`src/design/ept_pkg.sv`:
```
/*
  Shared constants and carrier types for the pace threshold and channel
  data register bank. Assumes the converter hands over right-justified
  offset-binary codes and that the host accesses one register at a time.
*/
package ept_pkg;

  // ==========================================================
  // Register map
  localparam logic [7:0]  EPT_ADDR_THR     = 8'h0F;
  localparam logic [7:0]  EPT_ADDR_CH1     = 8'h11;
  localparam logic [7:0]  EPT_ADDR_CH2     = 8'h12;
  localparam logic [7:0]  EPT_ADDR_CH3     = 8'h13;
  localparam logic [7:0]  EPT_ADDR_CHEST1  = 8'h14;
  localparam logic [7:0]  EPT_ADDR_CHEST2  = 8'h15;
  localparam int          EPT_NUM_CH       = 5;

  // ==========================================================
  // Field layout and reset values
  localparam int          EPT_THR_CH3_LSB  = 16;
  localparam int          EPT_THR_CH2_LSB  = 8;
  localparam int          EPT_THR_CH1_LSB  = 0;
  localparam int          EPT_THR_FLD_W    = 8;
  localparam int          EPT_SAMP_W       = 24;
  localparam int          EPT_FAST_BITS    = 16;
  localparam int          EPT_WORD_ADDR_LSB = 24;
  localparam logic [23:0] EPT_THR_RESET    = 24'h000000;
  localparam logic [23:0] EPT_SAMP_RESET   = 24'h000000;
  localparam logic [23:0] EPT_SIGN_FLIP    = 24'h800000;
  localparam logic [7:0]  EPT_PAD_BYTE     = 8'h00;
  localparam logic [31:0] EPT_RDATA_IDLE   = 32'h00000000;

  // ==========================================================
  // Input stage modes and output rates
  typedef enum logic [1:0] {
    EPT_MODE_ELECTRODE   = 2'b00,
    EPT_MODE_ANALOG_LEAD = 2'b01,
    EPT_MODE_DIGITAL_LEAD = 2'b10
  } ept_mode_t;

  typedef enum logic [1:0] {
    EPT_RATE_2K   = 2'b00,
    EPT_RATE_16K  = 2'b01,
    EPT_RATE_128K = 2'b10
  } ept_rate_t;

  // ==========================================================
  // Carriers
  typedef struct packed {
    logic [7:0]  addr;
    logic [31:0] wdata;
    logic        wr;
    logic        rd;
  } ept_bus_req_t;

  typedef struct packed {
    logic        valid;
    logic [2:0]  chan;
    logic [23:0] raw;
  } ept_samp_in_t;

  typedef struct packed {
    logic        valid;
    logic [2:0]  chan;
    logic [23:0] data;
  } ept_samp_out_t;

  typedef struct packed {
    logic [7:0] third_channel_pulse_level;
    logic [7:0] second_channel_pulse_level;
    logic [7:0] first_channel_pulse_level;
  } ept_thr_t;

endpackage : ept_pkg

```
`src/design/ept_sample_fmt.sv`:
```
/*
  Sample formatter: left-justifies a converter code and applies the
  number format of the input mode, one clock of latency.
  Assumes raw codes are right-justified offset binary.
*/
`timescale 1ns/1ns
`default_nettype none
module ept_sample_fmt
  import ept_pkg::*;
(
  input  wire logic          clk,      // 10 MHz clock
  input  wire logic          rst,      // Async reset, high
  input  wire ept_mode_t     mode,     // Input stage mode
  input  wire ept_rate_t     rate,     // Output data rate
  input  wire ept_samp_in_t  samp_in,  // Raw converter sample
  output var  ept_samp_out_t samp_out  // Formatted sample
);

  typedef struct packed {
    ept_samp_out_t out;
  } ept_fmt_state_t;

  ept_fmt_state_t state;
  ept_fmt_state_t next_state;

  always_comb
  begin
    next_state = state;
    next_state.out.valid = samp_in.valid;
    if (samp_in.valid)
    begin
      next_state.out.chan = samp_in.chan;
      // Fast rate keeps 16 bits, pushed to the top of the field
      if (rate == EPT_RATE_128K)
        next_state.out.data = {samp_in.raw[EPT_FAST_BITS-1:0],
                               EPT_PAD_BYTE};
      else
        next_state.out.data = samp_in.raw;
      // Digital lead: offset binary to two's complement
      if (mode == EPT_MODE_DIGITAL_LEAD)
        next_state.out.data = next_state.out.data ^ EPT_SIGN_FLIP;
    end
  end

  always_ff @(posedge clk or posedge rst)
  begin
    if (rst)
      state <= '0;
    else
      state <= next_state;
  end

  assign samp_out = state.out;

endmodule : ept_sample_fmt
`default_nettype wire

```
`src/design/ept_regs.sv`:
```
/*
  Pace level threshold register and five read-only channel data
  registers, with a frame word port for streaming.
  Assumes a host port master with one-cycle strobes and a converter
  that delivers right-justified offset-binary samples.
*/
`timescale 1ns/1ns
`default_nettype none
module ept_regs
  import ept_pkg::*;
(
  input  wire logic         clk,          // 10 MHz clock
  input  wire logic         rst,          // Async reset, high
  input  wire ept_bus_req_t bus_req,      // Host register request
  output var  logic [31:0]  rdata,        // Read data, cycle after read
  input  wire ept_mode_t    mode,         // Input stage mode
  input  wire ept_rate_t    rate,         // Output data rate
  input  wire logic         frame_mode,   // Streaming frames active
  input  wire ept_samp_in_t samp_in,      // Converter sample
  input  wire logic         frame_req,    // Ask for one frame word
  input  wire logic [2:0]   frame_chan,   // Channel of frame word
  output var  logic         frame_valid,  // Frame word ready pulse
  output var  logic [31:0]  frame_word,   // Frame data word
  output var  logic         frame_short,  // Only bits 31:8 are sent
  output var  ept_thr_t     pace_level    // Threshold to pace logic
);

  // ==========================================================
  // Address helpers
  function automatic logic is_data_addr(input logic [7:0] a);
    is_data_addr = (a >= EPT_ADDR_CH1) && (a <= EPT_ADDR_CHEST2);
  endfunction : is_data_addr

  function automatic logic [2:0] chan_of_addr(input logic [7:0] a);
    logic [7:0] d;
    d = a - EPT_ADDR_CH1;
    chan_of_addr = d[2:0];
  endfunction : chan_of_addr

  function automatic logic [7:0] addr_of_chan(input logic [2:0] c);
    addr_of_chan = EPT_ADDR_CH1 + {5'h00, c};
  endfunction : addr_of_chan

  // ==========================================================
  // State
  typedef struct packed {
    ept_thr_t                   thr;
    logic [EPT_NUM_CH-1:0][23:0] samp;
    logic [31:0]                rdata;
    logic                       frame_valid;
    logic [31:0]                frame_word;
    logic                       frame_short;
  } ept_regs_state_t;

  ept_regs_state_t state;
  ept_regs_state_t next_state;
  ept_samp_out_t   fmt_out;

  ept_sample_fmt u_fmt (
    .clk      (clk),
    .rst      (rst),
    .mode     (mode),
    .rate     (rate),
    .samp_in  (samp_in),
    .samp_out (fmt_out)
  );

  always_comb
  begin
    next_state = state;
    next_state.rdata = EPT_RDATA_IDLE;
    next_state.frame_valid = 1'b0;

    // Threshold bytes stored as written, sign kept for pace logic
    if (bus_req.wr && bus_req.addr == EPT_ADDR_THR)
      next_state.thr = bus_req.wdata[23:0];
    // Data addresses take no write path at all

    // Converter updates only; no host path into samples
    if (fmt_out.valid && fmt_out.chan < 3'(EPT_NUM_CH))
      next_state.samp[fmt_out.chan] = fmt_out.data;

    if (bus_req.rd)
    begin
      if (bus_req.addr == EPT_ADDR_THR)
        next_state.rdata = {EPT_PAD_BYTE, state.thr};
      else if (is_data_addr(bus_req.addr))
        next_state.rdata = {bus_req.addr,
                            state.samp[chan_of_addr(bus_req.addr)]};
      else
        next_state.rdata = EPT_RDATA_IDLE;
    end

    if (frame_req && frame_chan < 3'(EPT_NUM_CH))
    begin
      next_state.frame_valid = 1'b1;
      next_state.frame_word  = {addr_of_chan(frame_chan),
                                state.samp[frame_chan]};
      next_state.frame_short = frame_mode &&
                               (rate == EPT_RATE_128K);
    end
  end

  always_ff @(posedge clk or posedge rst)
  begin
    if (rst)
    begin
      state      <= '0;
      state.thr  <= EPT_THR_RESET;
      state.samp <= {EPT_NUM_CH{EPT_SAMP_RESET}};
    end
    else
      state <= next_state;
  end

  assign rdata       = state.rdata;
  assign frame_valid = state.frame_valid;
  assign frame_word  = state.frame_word;
  assign frame_short = state.frame_short;
  assign pace_level  = state.thr;

  // ==========================================================
  // Checks
  property p_thr_write;
    @(posedge clk) disable iff (rst)
    (bus_req.wr && bus_req.addr == EPT_ADDR_THR)
      |=> (pace_level == $past(bus_req.wdata[23:0]));
  endproperty
  a_thr_write: assert property (p_thr_write)
    else $error("threshold write not stored");

  property p_thr_read;
    @(posedge clk) disable iff (rst)
    (bus_req.rd && bus_req.addr == EPT_ADDR_THR
     && !bus_req.wr)
      |=> (rdata == {EPT_PAD_BYTE, $past(pace_level)});
  endproperty
  a_thr_read: assert property (p_thr_read)
    else $error("threshold read value wrong");

  property p_thr_sign;
    @(posedge clk) disable iff (rst)
    (bus_req.wr && bus_req.addr == EPT_ADDR_THR
     && bus_req.wdata[7:0] == 8'hFF)
      |=> ($signed(pace_level.first_channel_pulse_level) == -8'sd1);
  endproperty
  a_thr_sign: assert property (p_thr_sign)
    else $error("threshold byte lost its sign");

  property p_addr_byte;
    @(posedge clk) disable iff (rst)
    (bus_req.rd && is_data_addr(bus_req.addr))
      |=> (rdata[31:24] == $past(bus_req.addr));
  endproperty
  a_addr_byte: assert property (p_addr_byte)
    else $error("data word address byte wrong");

  property p_fast_justify;
    @(posedge clk) disable iff (rst)
    (samp_in.valid && rate == EPT_RATE_128K && $stable(rate))
      |=> (fmt_out.data[7:0] == EPT_PAD_BYTE)
       ##1 (state.samp[$past(samp_in.chan, 2)][23:8] ==
            ($past(samp_in.raw[15:0], 2) ^
             (($past(mode, 2) == EPT_MODE_DIGITAL_LEAD) ?
              16'h8000 : 16'h0000)))
          || $past(samp_in.chan, 2) >= 3'(EPT_NUM_CH);
  endproperty
  a_fast_justify: assert property (p_fast_justify)
    else $error("fast sample not left justified");

  property p_unsigned;
    @(posedge clk) disable iff (rst)
    (samp_in.valid && rate != EPT_RATE_128K
     && mode != EPT_MODE_DIGITAL_LEAD)
      |=> (fmt_out.data == $past(samp_in.raw));
  endproperty
  a_unsigned: assert property (p_unsigned)
    else $error("unsigned sample altered");

  property p_signed;
    @(posedge clk) disable iff (rst)
    (samp_in.valid && rate != EPT_RATE_128K
     && mode == EPT_MODE_DIGITAL_LEAD)
      |=> (fmt_out.data == ($past(samp_in.raw) ^ EPT_SIGN_FLIP));
  endproperty
  a_signed: assert property (p_signed)
    else $error("digital lead sample not two's complement");

  property p_slow_bits;
    @(posedge clk) disable iff (rst)
    (samp_in.valid && rate == EPT_RATE_2K)
      |=> (fmt_out.data[7:0] == $past(samp_in.raw[7:0]));
  endproperty
  a_slow_bits: assert property (p_slow_bits)
    else $error("slow rate lost low bits");

  property p_reset_clear;
    @(posedge clk)
    $fell(rst) |-> (state.samp == '0) && (rdata == EPT_RDATA_IDLE);
  endproperty
  a_reset_clear: assert property (p_reset_clear)
    else $error("data not clear after reset");

  property p_frame_short;
    @(posedge clk) disable iff (rst)
    (frame_req && frame_chan < 3'(EPT_NUM_CH))
      |=> frame_valid && (frame_short ==
          ($past(frame_mode) && $past(rate) == EPT_RATE_128K));
  endproperty
  a_frame_short: assert property (p_frame_short)
    else $error("frame length flag wrong");

  property p_ro_write;
    @(posedge clk) disable iff (rst)
    (bus_req.wr && is_data_addr(bus_req.addr) && !fmt_out.valid)
      |=> (state.samp == $past(state.samp));
  endproperty
  a_ro_write: assert property (p_ro_write)
    else $error("write changed a data register");

  property p_thr_hold;
    @(posedge clk) disable iff (rst)
    !(bus_req.wr && bus_req.addr == EPT_ADDR_THR)
      |=> $stable(pace_level);
  endproperty
  a_thr_hold: assert property (p_thr_hold)
    else $error("threshold changed without a write");

  property p_thr_neg;
    @(posedge clk) disable iff (rst)
    (bus_req.wr && bus_req.addr == EPT_ADDR_THR && bus_req.wdata[23])
      |=> ($signed(pace_level.third_channel_pulse_level) < 8'sd0);
  endproperty
  a_thr_neg: assert property (p_thr_neg)
    else $error("top threshold byte not negative");

  property p_store;
    @(posedge clk) disable iff (rst)
    (fmt_out.valid && fmt_out.chan < 3'(EPT_NUM_CH))
      |=> (state.samp[$past(fmt_out.chan)] == $past(fmt_out.data));
  endproperty
  a_store: assert property (p_store)
    else $error("formatted sample not stored");

  property p_mid_bits;
    @(posedge clk) disable iff (rst)
    (samp_in.valid && rate == EPT_RATE_16K)
      |=> (fmt_out.data[7:0] == $past(samp_in.raw[7:0]));
  endproperty
  a_mid_bits: assert property (p_mid_bits)
    else $error("middle rate lost low bits");

  property p_frame_word;
    @(posedge clk) disable iff (rst)
    (frame_req && frame_chan < 3'(EPT_NUM_CH))
      |=> (frame_word[31:24] == (EPT_ADDR_CH1 + {5'h00, $past(frame_chan)}));
  endproperty
  a_frame_word: assert property (p_frame_word)
    else $error("frame word address byte wrong");

  property p_frame_drop;
    @(posedge clk) disable iff (rst)
    (frame_req && frame_chan >= 3'(EPT_NUM_CH))
      |=> !frame_valid && $stable(frame_word);
  endproperty
  a_frame_drop: assert property (p_frame_drop)
    else $error("frame request for absent channel acted");

  property p_drop_chan;
    @(posedge clk) disable iff (rst)
    (fmt_out.valid && fmt_out.chan >= 3'(EPT_NUM_CH))
      |=> $stable(state.samp);
  endproperty
  a_drop_chan: assert property (p_drop_chan)
    else $error("absent channel sample changed data");

  property p_reset_thr;
    @(posedge clk)
    $fell(rst) |-> (pace_level == EPT_THR_RESET) && !frame_valid;
  endproperty
  a_reset_thr: assert property (p_reset_thr)
    else $error("threshold not clear after reset");

  c_thr_write: cover property (@(posedge clk) disable iff (rst)
    bus_req.wr && bus_req.addr == EPT_ADDR_THR);
  c_data_read: cover property (@(posedge clk) disable iff (rst)
    bus_req.rd && bus_req.addr == EPT_ADDR_CHEST2);
  c_frame_fast: cover property (@(posedge clk) disable iff (rst)
    frame_valid && frame_short);
  c_digital: cover property (@(posedge clk) disable iff (rst)
    samp_in.valid && mode == EPT_MODE_DIGITAL_LEAD);
  c_ro_write: cover property (@(posedge clk) disable iff (rst)
    bus_req.wr && is_data_addr(bus_req.addr));

endmodule : ept_regs
`default_nettype wire

```
`config.mk`:
```
export PLATFORM = sky130hd
export DESIGN_NAME = ept_regs
export DESIGN_NICKNAME = d
export VERILOG_FILES = /design/src/design/ept_pkg.sv /design/src/design/ept_sample_fmt.sv /design/src/design/ept_regs.sv
export SDC_FILE = /design/constraint.sdc
export NUM_CORES = 1
export LEC_CHECK = 0
export BUFFER_PORTS_ARGS = -buffer_cell sky130_fd_sc_hd__buf_2
export CAP_MARGIN = 5
export CORE_UTILIZATION = 52
export DETAILED_ROUTE_END_ITERATION = 7
export GPL_TIMING_DRIVEN = 1
export PLACE_DENSITY = 0.77
export RECOVER_POWER = 50
export SETUP_SLACK_MARGIN = 0.1
export SLEW_MARGIN = 10
export SYNTH_ARGS = -nofsm -noshare
export SYNTH_HDL_FRONTEND = slang
export SYNTH_SLANG_ARGS = --single-unit
export TNS_END_PERCENT = 50
```
`constraint.sdc`:
```
create_clock -name clk -period 6.9 [get_ports clk]
set_input_delay 0.345 -clock clk [delete_from_list [all_inputs] [get_ports clk]]
set_output_delay 0.345 -clock clk [all_outputs]
set_load 0.05 [all_outputs]
```
==> metrics.md, run 1 <==
| Metric | Value |
|---|---|
| Run status | `finished, violations left` |
| Failing checks | `max-capacitance violations, max-slew violations` |
| Row Count | `53` |
| Final Cell Area | `0.0123 sq mm` |
| Max clock buf depth | `3` |
| Placed Area | `about 0.012 sq mm` |
| Vias per cell | `5.63` |
| FMAX | `288 MHz` |
| Met1 WL | `10.6 mm` |
| Slew HR | `-120%` |
| Share of cells above drive strength 1 | `roughly a third` |
| Detailed Place HPWL | `14.6 mm` |
| Post-synth EDFFs | `0` |
| Syn. warnings | `0` |
| Final-report hold violation count | `0` |
| Root buf cell | `clkbuf_16` |
| # nets final | `between 900 and 1000` |
| Max-cap viol count | `7` |
| Worst Path Required | `7.38 ns` |
| Routed wl met3 | `1.38 mm` |
| DR WL met2 | `between 10 and 15 mm` |
| Worst reg-to-reg path cell count | `4` |
| Crit path buffers/inverters | `4` |
| # setup viols final | `0` |
| Worst-margin pin slew | `3.28 ns` |
| Post-Syn Area | `0.0112 sq mm` |
| Hold WC Path Type | `primary input to register` |
| Setup TNS Final | `0 ns` |
| Worst path slowest cell | `clkinvlp_2` |
| Crit-path cells | `dlygate4sd3_1 > clkbuf_1 > clkinvlp_2 > buf_4` |
| Top delay family on crit path | `buffers and inverters` |
| Inserted Clock Buffers | `25` |
| Largest net degree at the start of global routing | `85` |
| CP Launch Type | `primary input` |
| Clk Latency, worst-skew pair | `0.51 ns` |
| Synth unique cells | `38` |
| CP endpoint kind | `async pin` |
| H-tree Lvls | `1` |
| Initial core utilization | `53.2%` |
| Clock sink count | `235` |
| Routed WL | `24.1 mm` |
| CTS tree | `done` |
| Hold Path Stages | `3` |
| DRC violations left | `0` |
| Flops & latches, synth | `approximately 240` |
| Cells after Synth | `821` |
| Antenna violations before repair | `1` |
| Die Span Y | `149 um` |
| Final core utilization | `58.2%` |
| Post-Route Skew | `0.00815 ns` |
| Global-route wire length before repair | `38.1 mm` |
| Minimum clock period | `between 3 and 4 ns` |
| Via count | `~6700` |
| Synth async-reset ratio | `100%` |
| Ys flop type | `dfrtp_1` |
| # IOs | `171` |
| DR pass1 iterations | `4` |
| Die width | `149 um` |
| Area grow syn2layout | `9.42%` |
| Die Area | `0.0222 sq mm` |
| Non-Filler Instances | `~1200` |
| Clock transition at the registers of the reported paths | `0.06 ns` |
| CTS resizes | `0` |
| Crit-path max cell delay | `1.83 ns` |
| Vias in the first global route | `6743` |
| Peak VDD IR | `~0.18 mV` |
| Antenna Nets Post-Route | `0` |
| RSZ-0062 raised after global routing | `false` |
| Setup CP Type | `primary input to async pin` |
| Gpl congestion | `0.732` |
| Port Buf Inserts | `roughly 160` |
| Filler cells | `about 1800` |
| Worst Path Arrival | `3.95 ns` |
| Top Metal Used | `met4` |
| CP Depth | `4` |
| Worst-path fanout max | `84` |
| Seq/Total Area, Yosys | `a little over half` |
| Pleak | `0.00537 uW` |
| Tot GR Track Use | `between 20% and 30%` |
| Final slew viol count | `approximately 260` |
| Final worst path period share | `roughly half` |
| Core area | `0.0211 sq mm` |
| WL/cell | `20.4 um` |
| Dpl cells | `1136` |
| Total grt overflow | `0` |
| Syn_area_per_cell | `around 14 sq um` |
| DR iter-0 viols | `423` |
| Power per cell area | `355 mW/mm^2` |
-- metrics by stage --
stage / power, uW / worst slack (ns) / hold WS, ns
finish: 4360 / 3.43 / 0.0578
global placement: 2950 / 3.51 / 0.442
global route: 4570 / 2.75 / 0.0538
CTS: 4410 / 3.98 / 0.0485
floorplan: 2830 / 0.109 / 0.376
detailed placement: 3000 / 3.44 / 0.449
-- synthesized netlist by cell type, types with 2 or more instances --
master	number	area, sq um
nand2b_1	2	12.5
mux4_2	43	968
mux2_2	134	1510
buf_4	96	721
a21oi_1	39	195
mux2i_1	38	380
buf_1	5	18.8
mux2_1	6	67.6
nor2_1	40	150
buf_2	20	100
inv_1	12	45.0
o22ai_1	12	75.1
dfrtp_1	235	5880
a221o_1	24	240
mux4_1	5	131
ha_1	4	50.1
and2_1	5	31.3
o21ai_0	11	55.1
clkbuf_8	2	27.5
nor2b_1	26	163
buf_12	2	40.0
nand3_1	2	10.0
clkbuf_4	3	22.5
nand2_1	29	109
nor4_2	2	25.0
xnor2_1	3	26.3
clkbuf_1	10	37.5
-- what timing repair did --
| item | CTS | global route |
|---|---|---|
| hold buffers | 1 | 0 |
| hold endpoints to repair | 73 | 0 |
| setup buffers | 0 | 0 |
-- cell families after synthesis --
| group | count (synthesis) | share of synthesized area (%) |
|---|---|---|
| AO/OA/AOI/OAI | 87 | 5.11 |
| XOR/XNOR | 3 | 0.234 |
| adder cells (fa/ha/maj) | 4 | 0.446 |
| buffers and inverters | 151 | 9.13 |
| flip-flops | 235 | 52.5 |
| multiplexers | 226 | 27.3 |
| other | 1 | 0.0335 |
| AND/OR/NAND/NOR | 114 | 5.32 |
-- placed cells by master (no fill, tap or decap), types with 7 or more instances in the layout --
| cell type | instances |
|---|---|
| nor2b_1 | 26 |
| buf_2 | 69 |
| a21oi_1 | 39 |
| clkbuf_1 | 99 |
| mux2i_1 | 38 |
| dfrtp_1 | 235 |
| a221o_1 | 24 |
| inv_1 | 11 |
| clkbuf_16 | 25 |
| conb_1 | 7 |
| nor2_1 | 39 |
| nand2_1 | 29 |
| mux4_2 | 43 |
| o22ai_1 | 12 |
| buf_4 | 10 |
| mux2_2 | 134 |
| o21ai_0 | 11 |
-- final timing paths --
path                               startpoint        endpoint  slack [ns]
setup / recovery                          rst       state[79]        3.43
hold / removal                     frame_mode     frame_short        0.06
setup reg to reg           u_fmt.samp_out[26]      state[124]        4.19
hold reg to reg                frame_word[28]  frame_word[28]        0.48
max in group clk                  bus_req[34]       rdata[14]        4.02
min in group asynchronous                 rst       rdata[29]        1.32
-- power by group --
group / internal, uW / leakage (uW) / switching, uW
clock: 867 / 0.000426 / 530
sequential: 1720 / 0.00289 / 260
combinational: 495 / 0.00206 / 485
total: 3090 / 0.00537 / 1280
-- per-layer routing --
metal	track usage [%]	up-vias
li1	-	3006
met1	31.6	3408
met2	35.8	216
met3	3.82	35
met4	6.99	0
met5	0	-
-- registers in the layout, summed over array words and instances (netlist names) --
name and cells:
state 120, rdata 32, frame_word 29, u_fmt.samp_out 28, pace_level 24, frame_short 1
frame_valid 1
-- worst min-delay path, cell delays in order --
cell     delay [ns]
buf_2          0.08
nand3_1        0.06
nand2_1        0.06
-- area by class of cell --
class                           count  area (sq um)  share of cell area [%]
Clock buffer                       35           713                    5.81
Sequential cell                   235          5880                    47.9
Multi-Input combinational cell    441          4340                    35.4
Antenna cell                        1          2.50                  0.0204
Tap cell                          275           344                    2.80
Clock inverter                     10           153                    1.24
Timing Repair Buffer              174           783                    6.39
Inverter                           12          46.3                   0.377
Power figures use the tool's default switching activity.
==> run 2, diff against run 1 <==
==> constraint.sdc (replaced) <==
create_clock -name clk -period 3.15 [get_ports clk]
set_input_delay 0.1575 -clock clk [delete_from_list [all_inputs] [get_ports clk]]
set_output_delay 0.1575 -clock clk [all_outputs]
set_load 0.05 [all_outputs]
==> run 2 against run 1 <==
Effect of this change: the run still ends with max-capacitance violations, max-slew violations left; sequential power is 120% higher; wire length is 4.8% higher; via count increased by 5.0%; non-clock buffer count up 55; global-route usage rose by 0.86 points; die area unchanged; register-to-register slack lost 2.7 ns; first-iteration DRC count grew 6.4%; core utilization is 2.5 points higher; cell count up 4.3%; critical path depth increased by 5; sequential cell count did not move; critical path type is now primary input to register; largest power group unchanged; highest routed layer unchanged.
==> metrics.md, run 2 (synthesis results as in run 1) <==
| Metric | Value |
|---|---|
| Worst-path fanout max | `14 (-83%)` |
| Largest net degree at the start of global routing | `90 (+5.9%)` |
| Worst Path Arrival | `2.73 ns (-1.22 ns)` |
| Power per cell area | `735 mW/mm^2 (+110%)` |
| # IOs | `171 (unchanged)` |
| DRC violations left | `0 (unchanged)` |
| Most common cell after layout, fill and taps aside | `dfrtp_1` |
| Worst reg-to-reg path cell count | `4 (unchanged)` |
| WL/cell | `20.5 um (+0.45%)` |
| Die Span Y | `149 um (unchanged)` |
| # setup viols final | `0 (unchanged)` |
| Inserted Clock Buffers | `25 (unchanged)` |
| Setup CP Type | `primary input to register` |
| FMAX | `439 MHz` |
| Die width | `149 um (unchanged)` |
| Most frequent cells in the layout | `235 x dfrtp_1, 134 x mux2_2, 121 x buf_2` |
| Power Total | `9420 uW (+120%)` |
| Post-CTS Setup Bufs | `0 (unchanged)` |
| Hold WC Path Type | `primary input to register` |
| ANT cells | `0 (-1)` |
| Final core utilization | `60.7% (+2.5 points)` |
| Clk Latency, worst-skew pair | `0.52 ns (about the same)` |
| Slew HR | `-58.4% (+61 points)` |
| H-tree Lvls | `1 (unchanged)` |
| Antenna violations before repair | `0 (-1)` |
| Detailed Place HPWL | `15.5 mm (+5.8%)` |
| Filler cells | `1628 (-7.1%)` |
| Tot GR Track Use | `23.3% (+0.86 points)` |
| Failing checks | `max-capacitance violations, max-slew violations` |
| Reg with most FFs | `state` |
| Max reg flops | `120 (unchanged)` |
| Final Cell Area | `0.0128 sq mm (+4.4%)` |
| Die Area | `0.0222 sq mm (unchanged)` |
| Final-report hold violation count | `0 (unchanged)` |
| DR pass1 iterations | `5 (+1)` |
| Final worst path period share | `72.3%` |
| Final slew viol count | `52 (-80%)` |
| Pleak | `0.00577 uW (+7.4%)` |
| # nets final | `1029 (+5.6%)` |
| Vias per cell | `5.67 (+0.67%)` |
| Hold_buf cts | `50 (+49)` |
| Area grow syn2layout | `14.2%` |
| Max clock buf depth | `3 (unchanged)` |
| Core area | `0.0211 sq mm (unchanged)` |
| Global-route wire length before repair | `39.7 mm (+4.3%)` |
| CP endpoint kind | `register` |
| Post-Place Setup Slack | `0.884 ns (-2.55 ns)` |
| Worst-margin pin slew | `2.38 ns (-0.904 ns)` |
| Minimum clock period | `2.28 ns` |
| Share of cells above drive strength 1 | `38.0% (+4.3 points)` |
| Run status | `finished, violations left` |
| Placed Area | `0.0116 sq mm (+0.68%)` |
| DR iter-0 viols | `450 (+6.4%)` |
| Reg2reg setup slack | `1.45 ns (-2.74 ns)` |
| CP Launch Type | `primary input` |
| Antenna Nets Post-Route | `0 (unchanged)` |
| Max-cap viol count | `1 (-6)` |
| Routed WL | `25.2 mm (+4.8%)` |
| CTS tree | `done` |
| Worst Setup Slack, final | `0.871 ns (-2.56 ns)` |
| Total grt overflow | `0 (unchanged)` |
| Peak VDD IR | `0.358 mV (+100%)` |
| Worst Path Required | `3.60 ns (-3.78 ns)` |
| Clock sink count | `235 (unchanged)` |
| Worst path slowest cell | `nand4bb_2` |
| Row Count | `53 (unchanged)` |
| Gpl congestion | `0.766 (+4.6%)` |
| Via count | `6999 (+5.0%)` |
| Port Buf Inserts | `159 (unchanged)` |
| Initial core utilization | `53.2% (unchanged)` |
| Crit-path max cell delay | `0.59 ns (-1.24 ns)` |
| Clock transition at the registers of the reported paths | `0.06 ns (about the same)` |
| CTS resizes | `0 (unchanged)` |
| RSZ-0062 raised after global routing | `false` |
| Crit-path cells | `dlygate4sd3_1 > buf_2 > inv_1 > ha_1 > xnor2_1 > nand4bb_2 > buf_4 > nor2b_1 > a221o_1` |
| Root buf cell | `clkbuf_16` |
| Post-Route Skew | `0.0112 ns (+0.00308 ns)` |
| Hold Path Stages | `3 (unchanged)` |
| Vias in the first global route | `7200 (+6.8%)` |
-- run 2: changes by cell type in the layout (fill, tap and decap cells not counted), moves of 2 or more --
cell           delta
buf_2            +52
dlygate4sd3_1    +49
bufinv_16         -3
clkbuf_1         -55
inv_6             +2
buf_4             +6
-- run 2: power by group --
part           leakage (uW)  switching (uW)  internal (uW)
sequential          0.00289             591           3780
clock              0.000389            1150           1650
combinational       0.00249            1090           1150
-- run 2: area by class of cell --
type | instances | area (sq um) | area share (%)
Tap cell | 275 | 344 | 2.69
Sequential cell | 235 | 5880 | 45.9
Clock inverter | 7 | 67.6 | 0.528
Timing Repair Buffer | 229 | 1410 | 11.0
Multi-Input combinational cell | 441 | 4350 | 33.9
Clock buffer | 35 | 713 | 5.57
Inverter | 12 | 46.3 | 0.362
-- run 2: layer usage --
layer / up-vias / track usage [%] / wire length (um)
li1: 3096 / - / -
met1: 3602 / 31.7 / 10900
met2: 256 / 39.1 / 12500
met3: 45 / 3.09 / 1280
met4: 0 / 7.09 / 637
met5: - / 0 / 0
-- run 2: worst paths after layout --
kind,end,start
setup / recovery,rdata[14],bus_req[35]
min in group asynchronous,frame_word[28],rst
setup reg to reg,state[73],u_fmt.samp_out[26]
max in group asynchronous,pace_level[13],rst
hold / removal,u_fmt.samp_out[14],samp_in[14]
hold reg to reg,frame_short,frame_short
-- run 2: stage by stage --
stage / std cells / hold WS, ns / setup TNS [ns]
final: 1234 / 0.0114 / 0
after global routing: 1234 / 0.00603 / 0
after CTS: 1234 / 0.000485 / 0
after detailed placement: 1142 / 0.256 / 0
after global placement: 1142 / 0.261 / 0
after floorplan: 827 / 0.189 / -20.07
-- run 2: critical path: cells and delay by family --
| kind | cells | cell delay (ns) |
|---|---|---|
| compound gates | 1 | 0.15 |
| buf+inv | 4 | 1.14 |
| simple gates | 2 | 0.72 |
| xor+xnor | 1 | 0.37 |
| fa+ha+maj | 1 | 0.18 |
==> run 3, diff against run 2 <==
--- a/config.mk
+++ b/config.mk
@@ -7,10 +7,10 @@
 export LEC_CHECK = 0
 export BUFFER_PORTS_ARGS = -buffer_cell sky130_fd_sc_hd__buf_2
 export CAP_MARGIN = 5
-export CORE_UTILIZATION = 52
+export CORE_UTILIZATION = 57
 export DETAILED_ROUTE_END_ITERATION = 7
 export GPL_TIMING_DRIVEN = 1
-export PLACE_DENSITY = 0.77
+export PLACE_DENSITY = 0.8
 export RECOVER_POWER = 50
 export SETUP_SLACK_MARGIN = 0.1
 export SLEW_MARGIN = 10
==> constraint.sdc (replaced) <==
create_clock -name clk -period 2.15 [get_ports clk]
set_input_delay 0.1075 -clock clk [delete_from_list [all_inputs] [get_ports clk]]
set_output_delay 0.1075 -clock clk [all_outputs]
set_load 0.05 [all_outputs]
==> run 3 against run 2 <==
Effect of this change: the flow now finishes without violations; register-to-register slack worse by 0.95 ns; non-clock buffer count is 21 higher; global-route usage is 4.2 points higher; design area is 2.5% higher; power is 50% higher; wire length is 4.3% higher; sequential cell count stayed put; critical endpoint is now u_fmt.samp_out[0].
==> metrics.md, run 3 (synthesis results as in run 1) <==
| Metric | Value |
|---|---|
| WL/cell | `21.2 um (+3.7%)` |
| Most frequent cells in the layout | `235 x dfrtp_1, 146 x buf_2, 134 x mux2_2` |
| Critical Path Start | `samp_in[27]` |
| CP Depth | `5 (-4)` |
| Final core utilization | `69.0% (+8.3 points)` |
| Power per cell area | `1070 mW/mm^2 (+46%)` |
| Global-route wire length before repair | `42.0 mm (+5.9%)` |
| Clock sink count | `235 (unchanged)` |
| Detailed Place HPWL | `15.9 mm (+2.7%)` |
| Setup CP Type | `primary input to register` |
| Antenna violations before repair | `0 (unchanged)` |
| Placed Area | `0.0117 sq mm (+1.2%)` |
| DR pass1 iterations | `4 (-1)` |
| Max reg flops | `120 (unchanged)` |
| Clk Latency, worst-skew pair | `0.52 ns (about the same)` |
| Worst reg-to-reg path cell count | `5 (+1)` |
| DR iter-0 viols | `419 (-6.9%)` |
| CP dominant cell by count | `clkbuf_1` |
| RSZ-0062 raised after global routing | `false` |
| # nets final | `1050 (+2.0%)` |
| Final Cell Area | `0.0131 sq mm (+2.5%)` |
| Clock transition at the registers of the reported paths | `0.06 ns (about the same)` |
| Post-Place Setup Slack | `0.344 ns (-0.540 ns)` |
| Vias in the first global route | `7609 (+5.7%)` |
| Antenna Nets Post-Route | `0 (unchanged)` |
| Max clock buf depth | `3 (unchanged)` |
| Inserted Clock Buffers | `25 (unchanged)` |
| # IOs | `171 (unchanged)` |
| Core area | `0.0190 sq mm (-9.8%)` |
| Final worst path period share | `90.1%` |
| Die width | `142 um (-4.4%)` |
| CP endpoint kind | `register` |
| Die Span Y | `142 um (-4.4%)` |
| Crit-path max cell delay | `0.85 ns (+0.26 ns)` |
| Final slew viol count | `0 (-100%)` |
| Tot GR Track Use | `27.5% (+4.2 points)` |
| Setup TNS Final | `0 ns (unchanged)` |
| Hold WC Path Type | `primary input to register` |
| Share of cells above drive strength 1 | `40.8% (+2.8 points)` |
| Worst-path fanout max | `24 (+10)` |
| Run status | `complete, no violations` |
| Initial core utilization | `58.9% (+5.8 points)` |
| Worst Path Arrival | `2.38 ns (-0.35 ns)` |
| Minimum clock period | `~1.9 ns` |
| Max-cap viol count | `0 (-1)` |
| Crit path buffers/inverters | `3 (-1)` |
| Worst R2R Start | `u_fmt.samp_out[26]` |
| Worst hold margin | `0.0240 ns (+0.0126 ns)` |
| Filler cells | `1335 (-18%)` |
| Pleak | `0.00600 uW (+4.1%)` |
| Final-report hold violation count | `0 (unchanged)` |
| Crit-path cells | `dlygate4sd3_1 > clkbuf_1 > clkbuf_1 > nand2_1 > o22ai_1` |
| Total grt overflow | `0 (unchanged)` |
| Routed WL | `26.3 mm (+4.3%)` |
| CP Launch Type | `primary input` |
| CTS tree | `done` |
| Gpl congestion | `0.774 (+1.1%)` |
| FMAX | `roughly 520 MHz` |
| Top delay family on crit path | `buffers and inverters` |
| Worst-margin pin slew | `1.16 ns (-1.22 ns)` |
| Area grow syn2layout | `17.1%` |
| Largest net degree at the start of global routing | `73 (-19%)` |
| # setup viols final | `0 (unchanged)` |
| Worst Path Required | `2.59 ns (-1.01 ns)` |
| Slew HR | `22.7% (+81 points)` |
| Hold wc startpoint | `frame_chan[2]` |
| Row Count | `50 (-5.7%)` |
| Vias per cell | `5.79 (+2.1%)` |
| Hold Path Stages | `2 (-1)` |
| Post-Route Skew | `0.0207 ns (+0.00950 ns)` |
| Worst path slowest cell | `clkbuf_1` |
| Worst Setup Slack, final | `0.212 ns (-0.659 ns)` |
| Root buf cell | `clkbuf_16` |
| H-tree Lvls | `1 (unchanged)` |
| Most common cell after layout, fill and taps aside | `dfrtp_1` |
| DRC violations left | `0 (unchanged)` |
| Peak VDD IR | `0.811 mV (+130%)` |
| Port Buf Inserts | `159 (unchanged)` |
| Via count | `7187 (+2.7%)` |
| Reg with most FFs | `state` |
| Die Area | `0.0202 sq mm (-8.7%)` |
| ANT cells | `0 (unchanged)` |
==> run 3: metal layers <==
metal / GRT usage, % / vias up / routed length [um]
met3: 4.88 / 66 / 1600
met2: 46.7 / 283 / 13000
li1: - / 3143 / -
met5: 0 / - / 0
met4: 8.94 / 0 / 823
met1: 36.0 / 3695 / 10900
==> run 3: metrics by stage <==
step,power [uW],cells
after CTS,14100,1241
after detailed placement,9700,1136
after floorplan,9070,827
final,14100,1241
after global placement,9520,1136
after global routing,14700,1241
==> run 3: cell type report <==
type	instances	area (sq um)	area share, %
inverters	12	46.3	0.353
flip-flops and latches	235	5880	44.8
well taps	260	325	2.48
clock buffers	36	737	5.62
multi-input cells	441	4350	33.1
repair buffers	250	1690	12.9
clock inverters	7	92.6	0.706
==> run 3: what timing repair did <==
item | 4_1_cts | 5_1_grt
setup buffers | 0 | 0
hold buffers | 62 | 0
hold endpoints to repair | 292 | 0
resized for setup | 0 | 0
==> run 3: final timing paths <==
check                                    endpoint  slack, ns
worst max-delay path            u_fmt.samp_out[0]       0.21
worst min-delay path               frame_word[21]       0.02
worst max register to register          state[98]       0.50
worst min register to register     frame_word[28]       0.46
max in group asynchronous              state[128]       0.62
min in group asynchronous               rdata[24]       0.15
==> run 3: report_power, final <==
group / switching, uW / internal, uW / leakage [uW]
clock: 1710 / 2610 / 0.000412
sequential: 889 / 5530 / 0.00289
combinational: 1620 / 1740 / 0.00270
total: 4220 / 9880 / 0.00600
